--- src/logic/mds_pkg.sv ---
package mds_pkg;
  // Divider and pointer geometry
  localparam int CLK_DIV_WIDTH = 4;
  localparam int FIFO_DEPTH = 8;
  localparam int FIFO_PTR_WIDTH = 3;
  localparam int FB_DIV_WIDTH = 6;
  localparam logic [FB_DIV_WIDTH-1:0] FB_DIV_DEFAULT = 6'h10;
  // Coarse gain code and scale
  localparam int GAIN_WIDTH = 4;
  localparam int GAIN_SCALE = 16;
  localparam logic [GAIN_WIDTH-1:0] GAIN_RESET = 4'hF;
  // Reset values of control bits
  localparam logic DIV_ALIGN_RESET = 1'b0;
  localparam logic FB_ALIGN_RESET = 1'b0;
  localparam logic EXT_REF_RESET = 1'b0;
  // Sync state machine
  typedef enum logic [1:0] {
    MDS_IDLE,
    MDS_ARMED,
    MDS_ALIGNED
  } mds_state_type;
endpackage

--- src/logic/mds_fb_divider.sv ---
`timescale 1ns/10ps
// Feedback divider; produces a one-cycle strobe every div_in cycles
module mds_fb_divider #(
  parameter int WIDTH = 6
) (
  input wire logic mclk_in,
  input wire logic rst_in,
  input wire logic [WIDTH-1:0] div_in,
  input wire logic realign_in,
  output logic strobe_out
);
  logic [WIDTH-1:0] count_reg;
  logic [WIDTH-1:0] count_next;
  logic wrap;

  initial begin
    if (WIDTH < 2) begin
      $error("mds_fb_divider: WIDTH must be at least 2");
    end
  end

  // Wrap at div_in-1; a zero divide acts as divide by one
  assign wrap = (count_reg >= div_in - WIDTH'(1)) || (div_in == '0);
  assign count_next = wrap ? '0 : count_reg + WIDTH'(1);

  // Realign forces a known phase
  always_ff @(posedge mclk_in or posedge rst_in) begin
    if (rst_in) begin
      count_reg <= '0;
      strobe_out <= 1'b0;
    end else if (realign_in) begin
      count_reg <= '0;
      strobe_out <= 1'b0;
    end else begin
      count_reg <= count_next;
      strobe_out <= wrap;
    end
  end
endmodule

--- src/logic/mds_sync_ctrl.sv ---
`timescale 1ns/10ps
// Summary of operation
// - Dual sync sources mode needs an output strobe on top of the data interface to align.
// - FIFO reads start at the same converter clock edge in every synchronized device.
// - The output strobe input is sampled by the converter clock.
// - With PLL on, the strobe is generated internally from the reference clock.
// - A sync rising edge resets the feedback dividers while PLL and feedback alignment are both enabled.
// - In PLL mode sync and input strobe, and the two clocks, have no fixed relation.
// - A 4-bit coarse gain code scales full-scale current by (code+1)/16.
// - Internal bandgap is on while external reference select is 0, external used when 1.
module mds_sync_ctrl #(
  parameter int CLK_DIV_WIDTH = mds_pkg::CLK_DIV_WIDTH,
  parameter int FIFO_PTR_WIDTH = mds_pkg::FIFO_PTR_WIDTH,
  parameter int FB_DIV_WIDTH = mds_pkg::FB_DIV_WIDTH
) (
  input wire logic mclk_in,
  input wire logic rst_in,
  input wire logic output_strobe_in,
  input wire logic sync_in,
  input wire logic input_strobe_in,
  input wire logic dual_sync_mode_in,
  input wire logic pll_enable_in,
  input wire logic div_align_enable_in,
  input wire logic fb_align_enable_in,
  input wire logic [CLK_DIV_WIDTH-1:0] clk_div_in,
  input wire logic [FB_DIV_WIDTH-1:0] fb_div_in,
  input wire logic [mds_pkg::GAIN_WIDTH-1:0] coarse_gain_in,
  input wire logic ext_ref_select_in,
  output logic [CLK_DIV_WIDTH-1:0] clk_div_phase_out,
  output logic clk_div_tick_out,
  output logic [FIFO_PTR_WIDTH-1:0] fifo_rd_ptr_out,
  output logic align_event_out,
  output logic fb_reset_event_out,
  output logic aligned_out,
  output logic [mds_pkg::GAIN_WIDTH:0] gain_numerator_out,
  output logic internal_ref_on_out,
  output logic ext_ref_used_out
);
  // Synchronisers for pins from outside the converter clock domain
  logic output_strobe_meta_reg;
  logic output_strobe_sync_reg;
  logic output_strobe_prev_reg;
  logic sync_meta_reg;
  logic sync_sync_reg;
  logic sync_prev_reg;
  logic input_strobe_meta_reg;
  logic input_strobe_sync_reg;
  logic [CLK_DIV_WIDTH-1:0] div_reg;
  logic [CLK_DIV_WIDTH-1:0] div_next;
  logic [FIFO_PTR_WIDTH-1:0] rd_ptr_reg;
  logic [FIFO_PTR_WIDTH-1:0] rd_ptr_next;
  logic [mds_pkg::GAIN_WIDTH:0] gain_reg;
  logic int_ref_reg;
  logic ext_ref_reg;
  logic align_reg;
  logic fb_evt_reg;
  mds_pkg::mds_state_type state_reg;
  mds_pkg::mds_state_type state_next;
  logic output_strobe_rise;
  logic sync_rise;
  logic internal_strobe;
  logic strobe_sel;
  logic align_now;
  logic fb_realign;
  logic div_wrap;

  initial begin
    if (FIFO_PTR_WIDTH < 1 || CLK_DIV_WIDTH < 1 || FB_DIV_WIDTH < 2) begin
      $error("mds_sync_ctrl: widths out of range");
    end
  end

  // Two-stage capture; first stage feeds only the second
  always_ff @(posedge mclk_in or posedge rst_in) begin
    if (rst_in) begin
      output_strobe_meta_reg <= 1'b0;
      output_strobe_sync_reg <= 1'b0;
      sync_meta_reg <= 1'b0;
      sync_sync_reg <= 1'b0;
      input_strobe_meta_reg <= 1'b0;
      input_strobe_sync_reg <= 1'b0;
    end else begin
      output_strobe_meta_reg <= output_strobe_in;
      output_strobe_sync_reg <= output_strobe_meta_reg;
      sync_meta_reg <= sync_in;
      sync_sync_reg <= sync_meta_reg;
      input_strobe_meta_reg <= input_strobe_in;
      input_strobe_sync_reg <= input_strobe_meta_reg;
    end
  end

  // Edge history taken from the second stage only
  always_ff @(posedge mclk_in or posedge rst_in) begin
    if (rst_in) begin
      output_strobe_prev_reg <= 1'b0;
      sync_prev_reg <= 1'b0;
    end else begin
      output_strobe_prev_reg <= output_strobe_sync_reg;
      sync_prev_reg <= sync_sync_reg;
    end
  end

  assign output_strobe_rise = output_strobe_sync_reg & ~output_strobe_prev_reg;
  assign sync_rise = sync_sync_reg & ~sync_prev_reg;

  // Feedback divider reset on sync edge only while enabled
  assign fb_realign = pll_enable_in & fb_align_enable_in & sync_rise;

  mds_fb_divider #(
    .WIDTH(FB_DIV_WIDTH)
  ) u_fb_div (
    .mclk_in(mclk_in),
    .rst_in(rst_in),
    .div_in(fb_div_in),
    .realign_in(fb_realign),
    .strobe_out(internal_strobe)
  );

  // PLL mode uses the internal strobe, otherwise the pin
  // Input strobe plays no part in alignment timing here
  assign strobe_sel = pll_enable_in ? internal_strobe : output_strobe_rise;

  // Alignment only in dual sync mode with the strobe present
  assign align_now = dual_sync_mode_in & div_align_enable_in & strobe_sel;

  // Clock divider and read pointer both restart on the shared strobe
  assign div_wrap = (div_reg >= clk_div_in) || (clk_div_in == '0);
  assign div_next = align_now ? '0 : (div_wrap ? '0 : div_reg + CLK_DIV_WIDTH'(1));
  assign rd_ptr_next = align_now ? '0
                     : (div_wrap ? rd_ptr_reg + FIFO_PTR_WIDTH'(1) : rd_ptr_reg);

  always_ff @(posedge mclk_in or posedge rst_in) begin
    if (rst_in) begin
      div_reg <= '0;
      rd_ptr_reg <= '0;
      align_reg <= 1'b0;
      fb_evt_reg <= 1'b0;
    end else begin
      div_reg <= div_next;
      rd_ptr_reg <= rd_ptr_next;
      align_reg <= align_now;
      fb_evt_reg <= fb_realign;
    end
  end

  // Alignment status; cleared when dual sync mode is dropped
  always_comb begin
    state_next = state_reg;
    case (state_reg)
      mds_pkg::MDS_IDLE: begin
        // A strobe in the first enabled cycle still counts as aligned
        if (align_now) begin
          state_next = mds_pkg::MDS_ALIGNED;
        end else if (div_align_enable_in && dual_sync_mode_in) begin
          state_next = mds_pkg::MDS_ARMED;
        end
      end
      mds_pkg::MDS_ARMED: begin
        if (!div_align_enable_in || !dual_sync_mode_in) begin
          state_next = mds_pkg::MDS_IDLE;
        end else if (align_now) begin
          state_next = mds_pkg::MDS_ALIGNED;
        end
      end
      mds_pkg::MDS_ALIGNED: begin
        // Disabling the enable keeps alignment
        if (!dual_sync_mode_in) begin
          state_next = mds_pkg::MDS_IDLE;
        end
      end
      default: begin
        state_next = mds_pkg::MDS_IDLE;
      end
    endcase
  end

  always_ff @(posedge mclk_in or posedge rst_in) begin
    if (rst_in) begin
      state_reg <= mds_pkg::MDS_IDLE;
    end else begin
      state_reg <= state_next;
    end
  end

  // Gain numerator is code plus one over a fixed 16
  // Reference select registered to avoid glitches on the analog bias
  always_ff @(posedge mclk_in or posedge rst_in) begin
    if (rst_in) begin
      gain_reg <= {1'b0, mds_pkg::GAIN_RESET} + 5'h01;
      int_ref_reg <= ~mds_pkg::EXT_REF_RESET;
      ext_ref_reg <= mds_pkg::EXT_REF_RESET;
    end else begin
      gain_reg <= {1'b0, coarse_gain_in} + 5'h01;
      int_ref_reg <= ~ext_ref_select_in;
      ext_ref_reg <= ext_ref_select_in;
    end
  end

  assign clk_div_phase_out = div_reg;
  assign clk_div_tick_out = div_wrap;
  assign fifo_rd_ptr_out = rd_ptr_reg;
  assign align_event_out = align_reg;
  assign fb_reset_event_out = fb_evt_reg;
  assign aligned_out = (state_reg == mds_pkg::MDS_ALIGNED);
  assign gain_numerator_out = gain_reg;
  assign internal_ref_on_out = int_ref_reg;
  assign ext_ref_used_out = ext_ref_reg;
endmodule

--- config.mk ---
export PLATFORM = sky130hd
export DESIGN_NAME = mds_sync_ctrl
export DESIGN_NICKNAME = d
export VERILOG_FILES = /design/src/logic/mds_pkg.sv /design/src/logic/mds_fb_divider.sv /design/src/logic/mds_sync_ctrl.sv
export SDC_FILE = /design/constraint.sdc
export NUM_CORES = 1
export LEC_CHECK = 0
export ABC_AREA = 0
export BUFFER_PORTS_ARGS = -buffer_cell sky130_fd_sc_hd__buf_2
export CORE_MARGIN = 4
export CORE_UTILIZATION = 45
export CTS_CLUSTER_SIZE = 24
export DETAILED_ROUTE_END_ITERATION = 10
export GPL_TIMING_DRIVEN = 0
export PLACE_DENSITY = 0.72
export SLEW_MARGIN = 15
export SYNTH_ARGS = -nofsm -noshare
export SYNTH_HDL_FRONTEND = slang
export SYNTH_SLANG_ARGS = --single-unit
--- constraint.sdc ---
create_clock -name mclk_in -period 5.4 [get_ports mclk_in]
set_input_delay 1.62 -clock mclk_in [delete_from_list [all_inputs] [get_ports mclk_in]]
set_output_delay 1.62 -clock mclk_in [all_outputs]
set_load 0.05 [all_outputs]
# After elaboration in Yosys (flattened, before gate mapping)
# Cells that the tools add are included.
word_totals:
  register_bits: 31
  in_bits: 24
  word_cells: 62
op_classes:
  n_bitwise: 9
  n_lt_le_gt_ge: 2
  n_addsub: 5
  eq_ne: 5
  reduce_logical: 11
  muxes: 14
op_table:
  columns: ["operator", "count"]
  rows:
  - ["6-bit 2-to-1 mux", 2]
  - ["2-bit 2-to-1 mux", 5]
  - ["4-bit 2-to-1 mux", 2]
  - ["6-bit by 1-bit adder with 6-bit output, second input constant", 1]
  - ["1-bit bitwise AND", 6]
  - ["6-bit greater-or-equal comparator", 1]
  - ["6-bit logical NOT", 1]
  - ["3-bit 2-to-1 mux", 2]
  - ["3-bit != test, second input constant", 2]
  - ["2-bit case mux with 3 select lines", 1]
  - ["6-bit by 1-bit subtractor with 6-bit output, second input constant", 1]
  - ["4-bit by 1-bit adder with 5-bit output, second input constant", 1]
  - ["4-bit by 1-bit adder with 4-bit output, second input constant", 1]
  - ["4-bit greater-or-equal comparator", 1]
  - ["4-bit logical NOT", 1]
  - ["3-bit by 1-bit adder with 3-bit output, second input constant", 1]
  - ["1-bit logical OR", 3]
  - ["1-bit NOT", 3]
  - ["3-bit AND reduction", 1]
  - ["2-bit by 1-bit equality test with 1-bit output, second input constant", 1]
  - ["2-bit equality test, second input constant", 1]
  - ["1-bit logical NOT", 2]
  - ["2-bit logical NOT", 1]
  - ["1-bit 2-to-1 mux", 2]
  - ["3 further kinds", 3]

# Longest topological paths before layout
# Gate-level depths: netlist of run 1.
logic_depth:
  depth_word: 7
  ltp_mapped: 8
  ltp_nobuf: 8

# Hierarchy
# From an unflattened synthesis of run 1, not the netlist that was laid out.
unflattened:
  cells_unflattened: 131
  area_unflattened_um2: 1507.7
modules_own_cells:
  columns: ["module", "n_inst", "cells_each", "area_each_um2"]
  rows:
  - ["mds_sync_ctrl", 1, 78, 999.7]
  - ["mds_fb_divider", 1, 53, 508.0]

# Least setup slack after synthesis of run 1
# OpenSTA, ideal clock, no wires.
synth_path:
  kind: "input -> output"
  from: "input clk_div_in[2]"
  to: "output clk_div_tick_out"
  arrival_time_ps: 2583
  required_time_ps: 3780
  n_path_buf: 0
  setup_slack_ps: 1197
  path_stages: 6
  cell_sequence: "inv_1 ha_1 a21o_1 a31oi_2 o21a_4 inv_2"
synth_between:
  elab_chain_len: 2
synth_lines:
  columns: ["element", "line_no", "source"]
  rows:
  - ["start, declared", "mds_sync_ctrl.sv:25", "input wire logic [CLK_DIV_WIDTH-1:0] clk_div_in,"]
  - ["4-bit greater-or-equal comparator or 4-bit logical NOT (tied branches)", "mds_sync_ctrl.sv:127", "assign div_wrap = (div_reg >= clk_div_in) || (clk_div_in == '0);"]
  - ["1-bit logical OR (*)", "mds_sync_ctrl.sv:127", null]
  - ["end, declared", "mds_sync_ctrl.sv:30", "output logic clk_div_tick_out,"]
# Every way passes the cells marked *; elsewhere a longest branch is shown, timed or not.

# Final worst setup path of run 1
# Ends and elaborated chain as after synthesis.

==> results.txt, run 1 <==
TritonCTS Buffers: 5
Peak Freq: 221.6 MHz
Routed Antenna Nets: 0
Initial antenna violation count: 0
Final clock skew: 0.007464 ns
Routed wire length: 2673 µm
IO Count: 42
CTS root buf: clkbuf_4
Chip width: 66.81 µm
Most frequent cells in the layout: buf_2 (40), dfrtp_1 (29), ha_1 (16)
P per Cell Area: 455.2 mW/mm²
Post-route setup TNS: 0 ns
Port Buffers: 40
Via count: 1087
Setup WS pre-CTS: 0.8855 ns
Leak: 0.9766 nW
Nets: 219
WS Path Type: input port to output pin
Status: finished clean
Fin crit share: 83.57%
DRC Markers: 0
Max Root-Sink Buffers: 2
Starting Density: 46.64%
Fin crit period: 4.513 ns
Fin. max-slew vios: 0
Reg2Reg Setup Slack: 3.80 ns
CP Launch Type: input port
Combinational share of power: 46.6%
Die Y: 66.81 µm
Die area: 0.004464 mm²
Most common cell after layout, fill and taps aside: buf_2
Mapped Area: 0.001556 mm²
First-pass DRT Iterations: 4
Cells after synthesis: 132
FP Rows: 21
Worst min path class: flip-flop to flip-flop
Worst Tran Pin Value: 0.6181 ns
Synth Area per Inst: 11.79 µm²
VDD IR max: 0.0001936 V
Clk_lat worst skew: 0.32 ns
Final setup fails: 0
Diode count: 0
Post-synth ARST share: 100.0%
Largest register FFs: 6
Clock Sinks: 31
Max stage delay cell, worst path: ha_1
Pin count of the biggest net entering global routing: 32
Crit-path max FO: 4
Switch Pwr: 0.0003702 W
Post-synth EDFFs: 0
Detail Placement HPWL: 2170 µm
1st-iter DRT viols: 8
Post-CTS Hold Buffers: 0
Internal: 0.0004785 W
Leading post-synthesis cells by cell area: dfrtp_1 (47%), ha_1 (13%), dfstp_2 (3.4%), xnor2_1 (3.4%), xor2_1 (3.4%)
Core Area: 0.003337 mm²
Worst Setup End Kind: output pin
Max cap viols: 0
R2r worst-path depth: 6
WL per Instance: 11.83 µm
R2R Path End: clk_div_phase_out[3]$_DFF_PP0_
Required time worst endpoint: 3.78 ns
Area grow syn2layout: 19.78%
CP cell instances: buf_2 -> inv_1 -> ha_1 -> a21o_1 -> a31oi_2 -> o21a_4 -> inv_2 -> buf_2
Yosys cell types: 31
Post-Syn Nets: 172
Tot GR Track Use: 14.07%
Layout fillers: 316
Worst Hold End: sync_sync_reg$_DFF_PP0_
WP data arrival: 2.89 ns
Most frequent cell on the critical path: buf_2
R2r startpoint: clk_div_phase_out[2]$_DFF_PP0_
First-pass GRT wire length: 4643 µm
Hold_sp: sync_meta_reg$_DFF_PP0_
Seq/Total Area, Yosys: 50.00%
CTS tree: built
Drt via density: 4.810
CTS H-tree lvls: 2
Clk pin slew, worst setup/hold paths: 0.08 ns
Final hold vios: 0
Reg power frac: 39.2%
Relative slew slack: 58.73%
Area leader, netlist: dfrtp_1
Worst hold path depth: 0
Prevailing post-synth register cell: dfrtp_1
Max stage delay on crit path: 0.32 ns
RSZ-0062 raised after global routing: no
#FFs+latches synth: 31
GP Congestion: 0.6899
Yosys warning count: 0
Share of cells above drive strength 1: 35.00%
Setup slack after layout: 0.8874 ns
Share of the synthesized area in the top cell type: 46.62%
Tot Pwr: 0.0008487 W
GRT overflow: 0
Post_cts resized: 0
Post-route design area: 0.001864 mm²
Placed cell area: 0.001814 mm²
Vias in the first global route: 1125
Sw frac: 43.62%
Clock Power Share: 14.2%
Post CTS Setup Buffer Count: 0
==> per-stage QoR <==
stage / utilization [%] / hold WS (ns) / instances
final: 55.87 / 0.3579 / 226
after detailed placement: 54.37 / 0.3418 / 218
after CTS: 55.87 / 0.3623 / 226
after global placement: 54.37 / 0.3346 / 218
after floorplan: - / 0.3312 / 132
after global routing: 55.87 / 0.3675 / 226
==> how the worst max path moves through the flow <==
stage                  start          endpoint  cells past startpoint
6_report       clk_div_in[2]  clk_div_tick_out                      8
5_1_grt        clk_div_in[2]  clk_div_tick_out                      8
4_1_cts        clk_div_in[2]  clk_div_tick_out                      8
3_5_place_dp   clk_div_in[2]  clk_div_tick_out                      8
3_3_place_gp   clk_div_in[2]  clk_div_tick_out                      8
2_1_floorplan  clk_div_in[2]  clk_div_tick_out                      6
==> worst max-delay path: cells and delay by family <==
family / cells / cell delay, ns
buffers and inverters: 4 / 0.41
adders and majority gates: 1 / 0.32
AOI/OAI and AO/OA: 3 / 0.55
==> Yosys cell counts, types with 3 or more instances <==
cell       n
nor2_1     5
nand3_1    5
dfrtp_1   29
xnor2_1    6
xor2_1     6
nand2b_1   3
nand2_1    8
inv_1     12
nor2b_1    3
nor3_1     6
nor3_2     4
mux2i_1    3
o21ai_0    3
ha_1      16
==> logic make-up after synthesis <==
group                    share of synthesized area (%)
adder cells (fa/ha/maj)                          12.86
multiplexers                                     1.929
XOR/XNOR                                         6.752
buffers and inverters                            3.376
AO/OA/AOI/OAI                                    7.395
AND/OR/NAND/NOR                                  17.68
flip-flops                                       50.00
==> final cells by class <==
class / count / area (µm²) / share of cell area (%)
plain buffers: 1 / 3.754 / 0.2013
multi-input cells: 87 / 725.7 / 38.93
repair buffers: 40 / 200.2 / 10.74
well taps: 46 / 57.56 / 3.087
clock buffers: 7 / 45.04 / 2.416
clock inverters: 1 / 5.005 / 0.2685
flip-flops and latches: 31 / 778.2 / 41.74
inverters: 13 / 48.80 / 2.617
==> power groups by stage <==
stage,Clock (W),Combinational [W],Sequential [W]
after global placement,0,0.000384,0.000334
after CTS,0.000126,0.000403,0.000334
final,0.000120,0.000396,0.000333
after detailed placement,0,0.000402,0.000338
after floorplan,0,0.000213,0.000428
after global routing,0.000137,0.000434,0.000341
==> routing by layer <==
metal	GRT usage, %	vias up	wire, µm
met5	0	-	0
met3	6.408	2	198
met4	3.807	0	21
met2	24.50	35	1315
met1	15.33	509	1137
li1	-	541	-
Note: power is estimated with default switching activity, not from simulation.
==> inputs of run 2 (changes only) <==
--- a/config.mk
+++ b/config.mk
@@ -12,7 +12,7 @@
 export CTS_CLUSTER_SIZE = 24
 export DETAILED_ROUTE_END_ITERATION = 10
 export GPL_TIMING_DRIVEN = 0
-export PLACE_DENSITY = 0.72
+export PLACE_DENSITY = 0.75
 export SLEW_MARGIN = 15
 export SYNTH_ARGS = -nofsm -noshare
 export SYNTH_HDL_FRONTEND = slang
==> constraint.sdc (replaced) <==
create_clock -name mclk_in -period 4 [get_ports mclk_in]
set_input_delay 1.2 -clock mclk_in [delete_from_list [all_inputs] [get_ports mclk_in]]
set_output_delay 1.2 -clock mclk_in [all_outputs]
set_load 0.05 [all_outputs]
==> run 2 against run 1 <==
Final cell count unchanged; power increased by 46%; worst setup slack got worse by 0.58 ns; flip-flop and latch count unchanged; first-iteration DRC count increased by 130%; sequential share of layout area decreased by 0.80 points; clock power increased by 110%; non-clock buffer count unchanged.
==> results.txt, run 2 (synthesis gave the netlist of run 1 again) <==
Reg power frac: 36.3% (-2.9 points)
First-pass DRT Iterations: 4 (unchanged)
Post_cts resized: 0 (unchanged)
CP Launch Type: input port
Final design utilization: 56.96% (+1.1 points)
Port Buffers: 40 (unchanged)
Reg2Reg Setup Slack: 2.38 ns (-1.42 ns)
IO Count: 42 (unchanged)
Worst Hold End: output_strobe_sync_reg$_DFF_PP0_
Setup WS pre-CTS: 0.3079 ns (-0.5776 ns)
Die Y: 66.81 µm (unchanged)
Detail Placement HPWL: 2368 µm (+9.1%)
Total stage count of the critical path: 8 (unchanged)
Fin crit period: 3.688 ns
Worst Tran Pin Value: 0.6030 ns (-0.01508 ns)
Final clock skew: 0.007609 ns (+0.0001449 ns)
Worst Setup End Kind: output pin
Pin count of the biggest net entering global routing: 32 (unchanged)
Worst hold path depth: 0 (unchanged)
Leak: 0.9956 nW (+1.9%)
DRC Markers: 0 (unchanged)
Clock Sinks: 31 (unchanged)
Most frequent cell on the critical path: buf_2
Tot Pwr: 0.001240 W (+46%)
TritonCTS Buffers: 5 (unchanged)
CP cell instances: buf_2 -> inv_1 -> ha_1 -> a21o_1 -> a31oi_2 -> o21a_4 -> inv_2 -> buf_2
Vias in the first global route: 1189 (+5.7%)
Combinational share of power: 43.5% (-3.1 points)
R2r worst-path depth: 7 (+1)
CP delay by family, top: compound AO/OA/AOI/OAI gates
FP Rows: 21 (unchanged)
Core Area: 0.003337 mm² (unchanged)
CTS root buf: clkbuf_4
RSZ-0062 raised after global routing: no
Worst path bufs/invs: 4 (unchanged)
Via count: 1117 (+2.8%)
Routed Antenna Nets: 0 (unchanged)
Area grow syn2layout: 22.11%
Placed cell count: 218 (unchanged)
Clk_lat worst skew: 0.33 ns (about the same)
Post CTS Setup Buffer Count: 0 (unchanged)
Fin crit share: 92.20%
Share of cells above drive strength 1: 36.11% (+1.1 points)
Fin. max-slew vios: 0 (unchanged)
Die area: 0.004464 mm² (unchanged)
Hold_sp: output_strobe_meta_reg$_DFF_PP0_
Worst min path class: flip-flop to flip-flop
GRT overflow: 0 (unchanged)
WS Path Type: input port to output pin
Largest register FFs: 6 (unchanged)
VDD IR max: 0.0002935 V (+52%)
CTS tree: built
WL per Instance: 12.83 µm (+8.5%)
Peak Freq: 271.2 MHz
R2r startpoint: clk_div_phase_out[0]$_DFF_PP0_
Sw frac: 41.52% (-2.1 points)
Required time worst endpoint: 2.80 ns (-0.98 ns)
Total area of sequential cells: 778.2 µm² (unchanged)
Switch Pwr: 0.0005148 W (+39%)
Diode count: 0 (unchanged)
Most common cell after layout, fill and taps aside: buf_2
Internal: 0.0007251 W (+52%)
Tot GR Track Use: 15.02% (+0.95 points)
Starting Density: 46.64% (unchanged)
Relative slew slack: 59.74% (+1.0 points)
Initial antenna violation count: 0 (unchanged)
Max Root-Sink Buffers: 2 (unchanged)
R2R Path End: clk_div_phase_out[3]$_DFF_PP0_
Final setup fails: 0 (unchanged)
Layout fillers: 299 (-5.4%)
Nets: 219 (unchanged)
Max stage delay cell, worst path: ha_1
Final hold vios: 0 (unchanged)
GP Congestion: 0.6805 (-1.4%)
Max cap viols: 0 (unchanged)
Drt via density: 4.942 (+2.8%)
Routed wire length: 2899 µm (+8.5%)
Non-filler cells, final: 226 (unchanged)
Clk pin slew, worst setup/hold paths: 0.09 ns (about the same)
Chip width: 66.81 µm (unchanged)
Post-CTS Hold Buffers: 0 (unchanged)
Post-route setup TNS: 0 ns (unchanged)
First-pass GRT wire length: 5009 µm (+7.9%)
Most frequent cells in the layout: buf_2 (40), dfrtp_1 (29), ha_1 (16)
Area occupied by multi-input gates: 725.7 µm² (unchanged)
Status: finished clean
Crit-path max FO: 4 (unchanged)
P per Cell Area: 652.4 mW/mm² (+43%)
Setup slack after layout: 0.3122 ns (-0.5753 ns)
WP data arrival: 2.49 ns (-0.40 ns)
Clock Power Share: 20.2% (+6.0 points)
1st-iter DRT viols: 18 (+10)
CTS H-tree lvls: 2 (unchanged)
Max stage delay on crit path: 0.32 ns (about the same)
==> run 2: cell count changes in the layout (fill, tap and decap cells not counted) <==
cell,delta
bufinv_16,+1
clkbuf_1,-2
clkbuf_8,+1
==> run 2: worst max-delay path by stage <==
stage	start	end
finish	clk_div_in[2]	clk_div_tick_out
global route	clk_div_in[2]	clk_div_tick_out
CTS	clk_div_in[2]	clk_div_tick_out
detailed placement	clk_div_in[2]	clk_div_tick_out
global placement	clk_div_in[2]	clk_div_tick_out
floorplan	clk_div_in[2]	clk_div_tick_out
==> run 2: cell type report <==
type                       count  area share [%]
clock buffer                   6           2.699
timing repair buffer          40           10.53
multi-input combinational     87           38.18
tap                           46           3.028
inverter                      13           2.567
buffer                         1          0.1975
sequential                    31           40.95
clock inverter                 2           1.843
==> run 2: power groups by stage <==
stage | combinational, W | sequential (W) | clock [W]
after detailed placement | 0.000546 | 0.000457 | 0
after global placement | 0.000517 | 0.000450 | 0
after floorplan | 0.000288 | 0.000578 | 0
final | 0.000539 | 0.000450 | 0.000251
after global routing | 0.000593 | 0.000460 | 0.000275
after CTS | 0.000549 | 0.000451 | 0.000257
==> run 2: per-layer routing <==
layer  vias to the layer above  wire length [µm]  global-route usage [%]
met5                         -                 0                       0
met1                       526              1082                   14.85
met4                         0                48                   5.330
met3                         9               265                   6.914
li1                        546                 -                       -
met2                        36              1502                   27.23
==> run 2: per-stage QoR <==
stage	hold WS (ns)	area, µm²
final	0.3551	1901
after global routing	0.3680	1901
after CTS	0.3592	1901
after detailed placement	0.3370	1814
after global placement	0.3343	1814
after floorplan	0.3312	1556
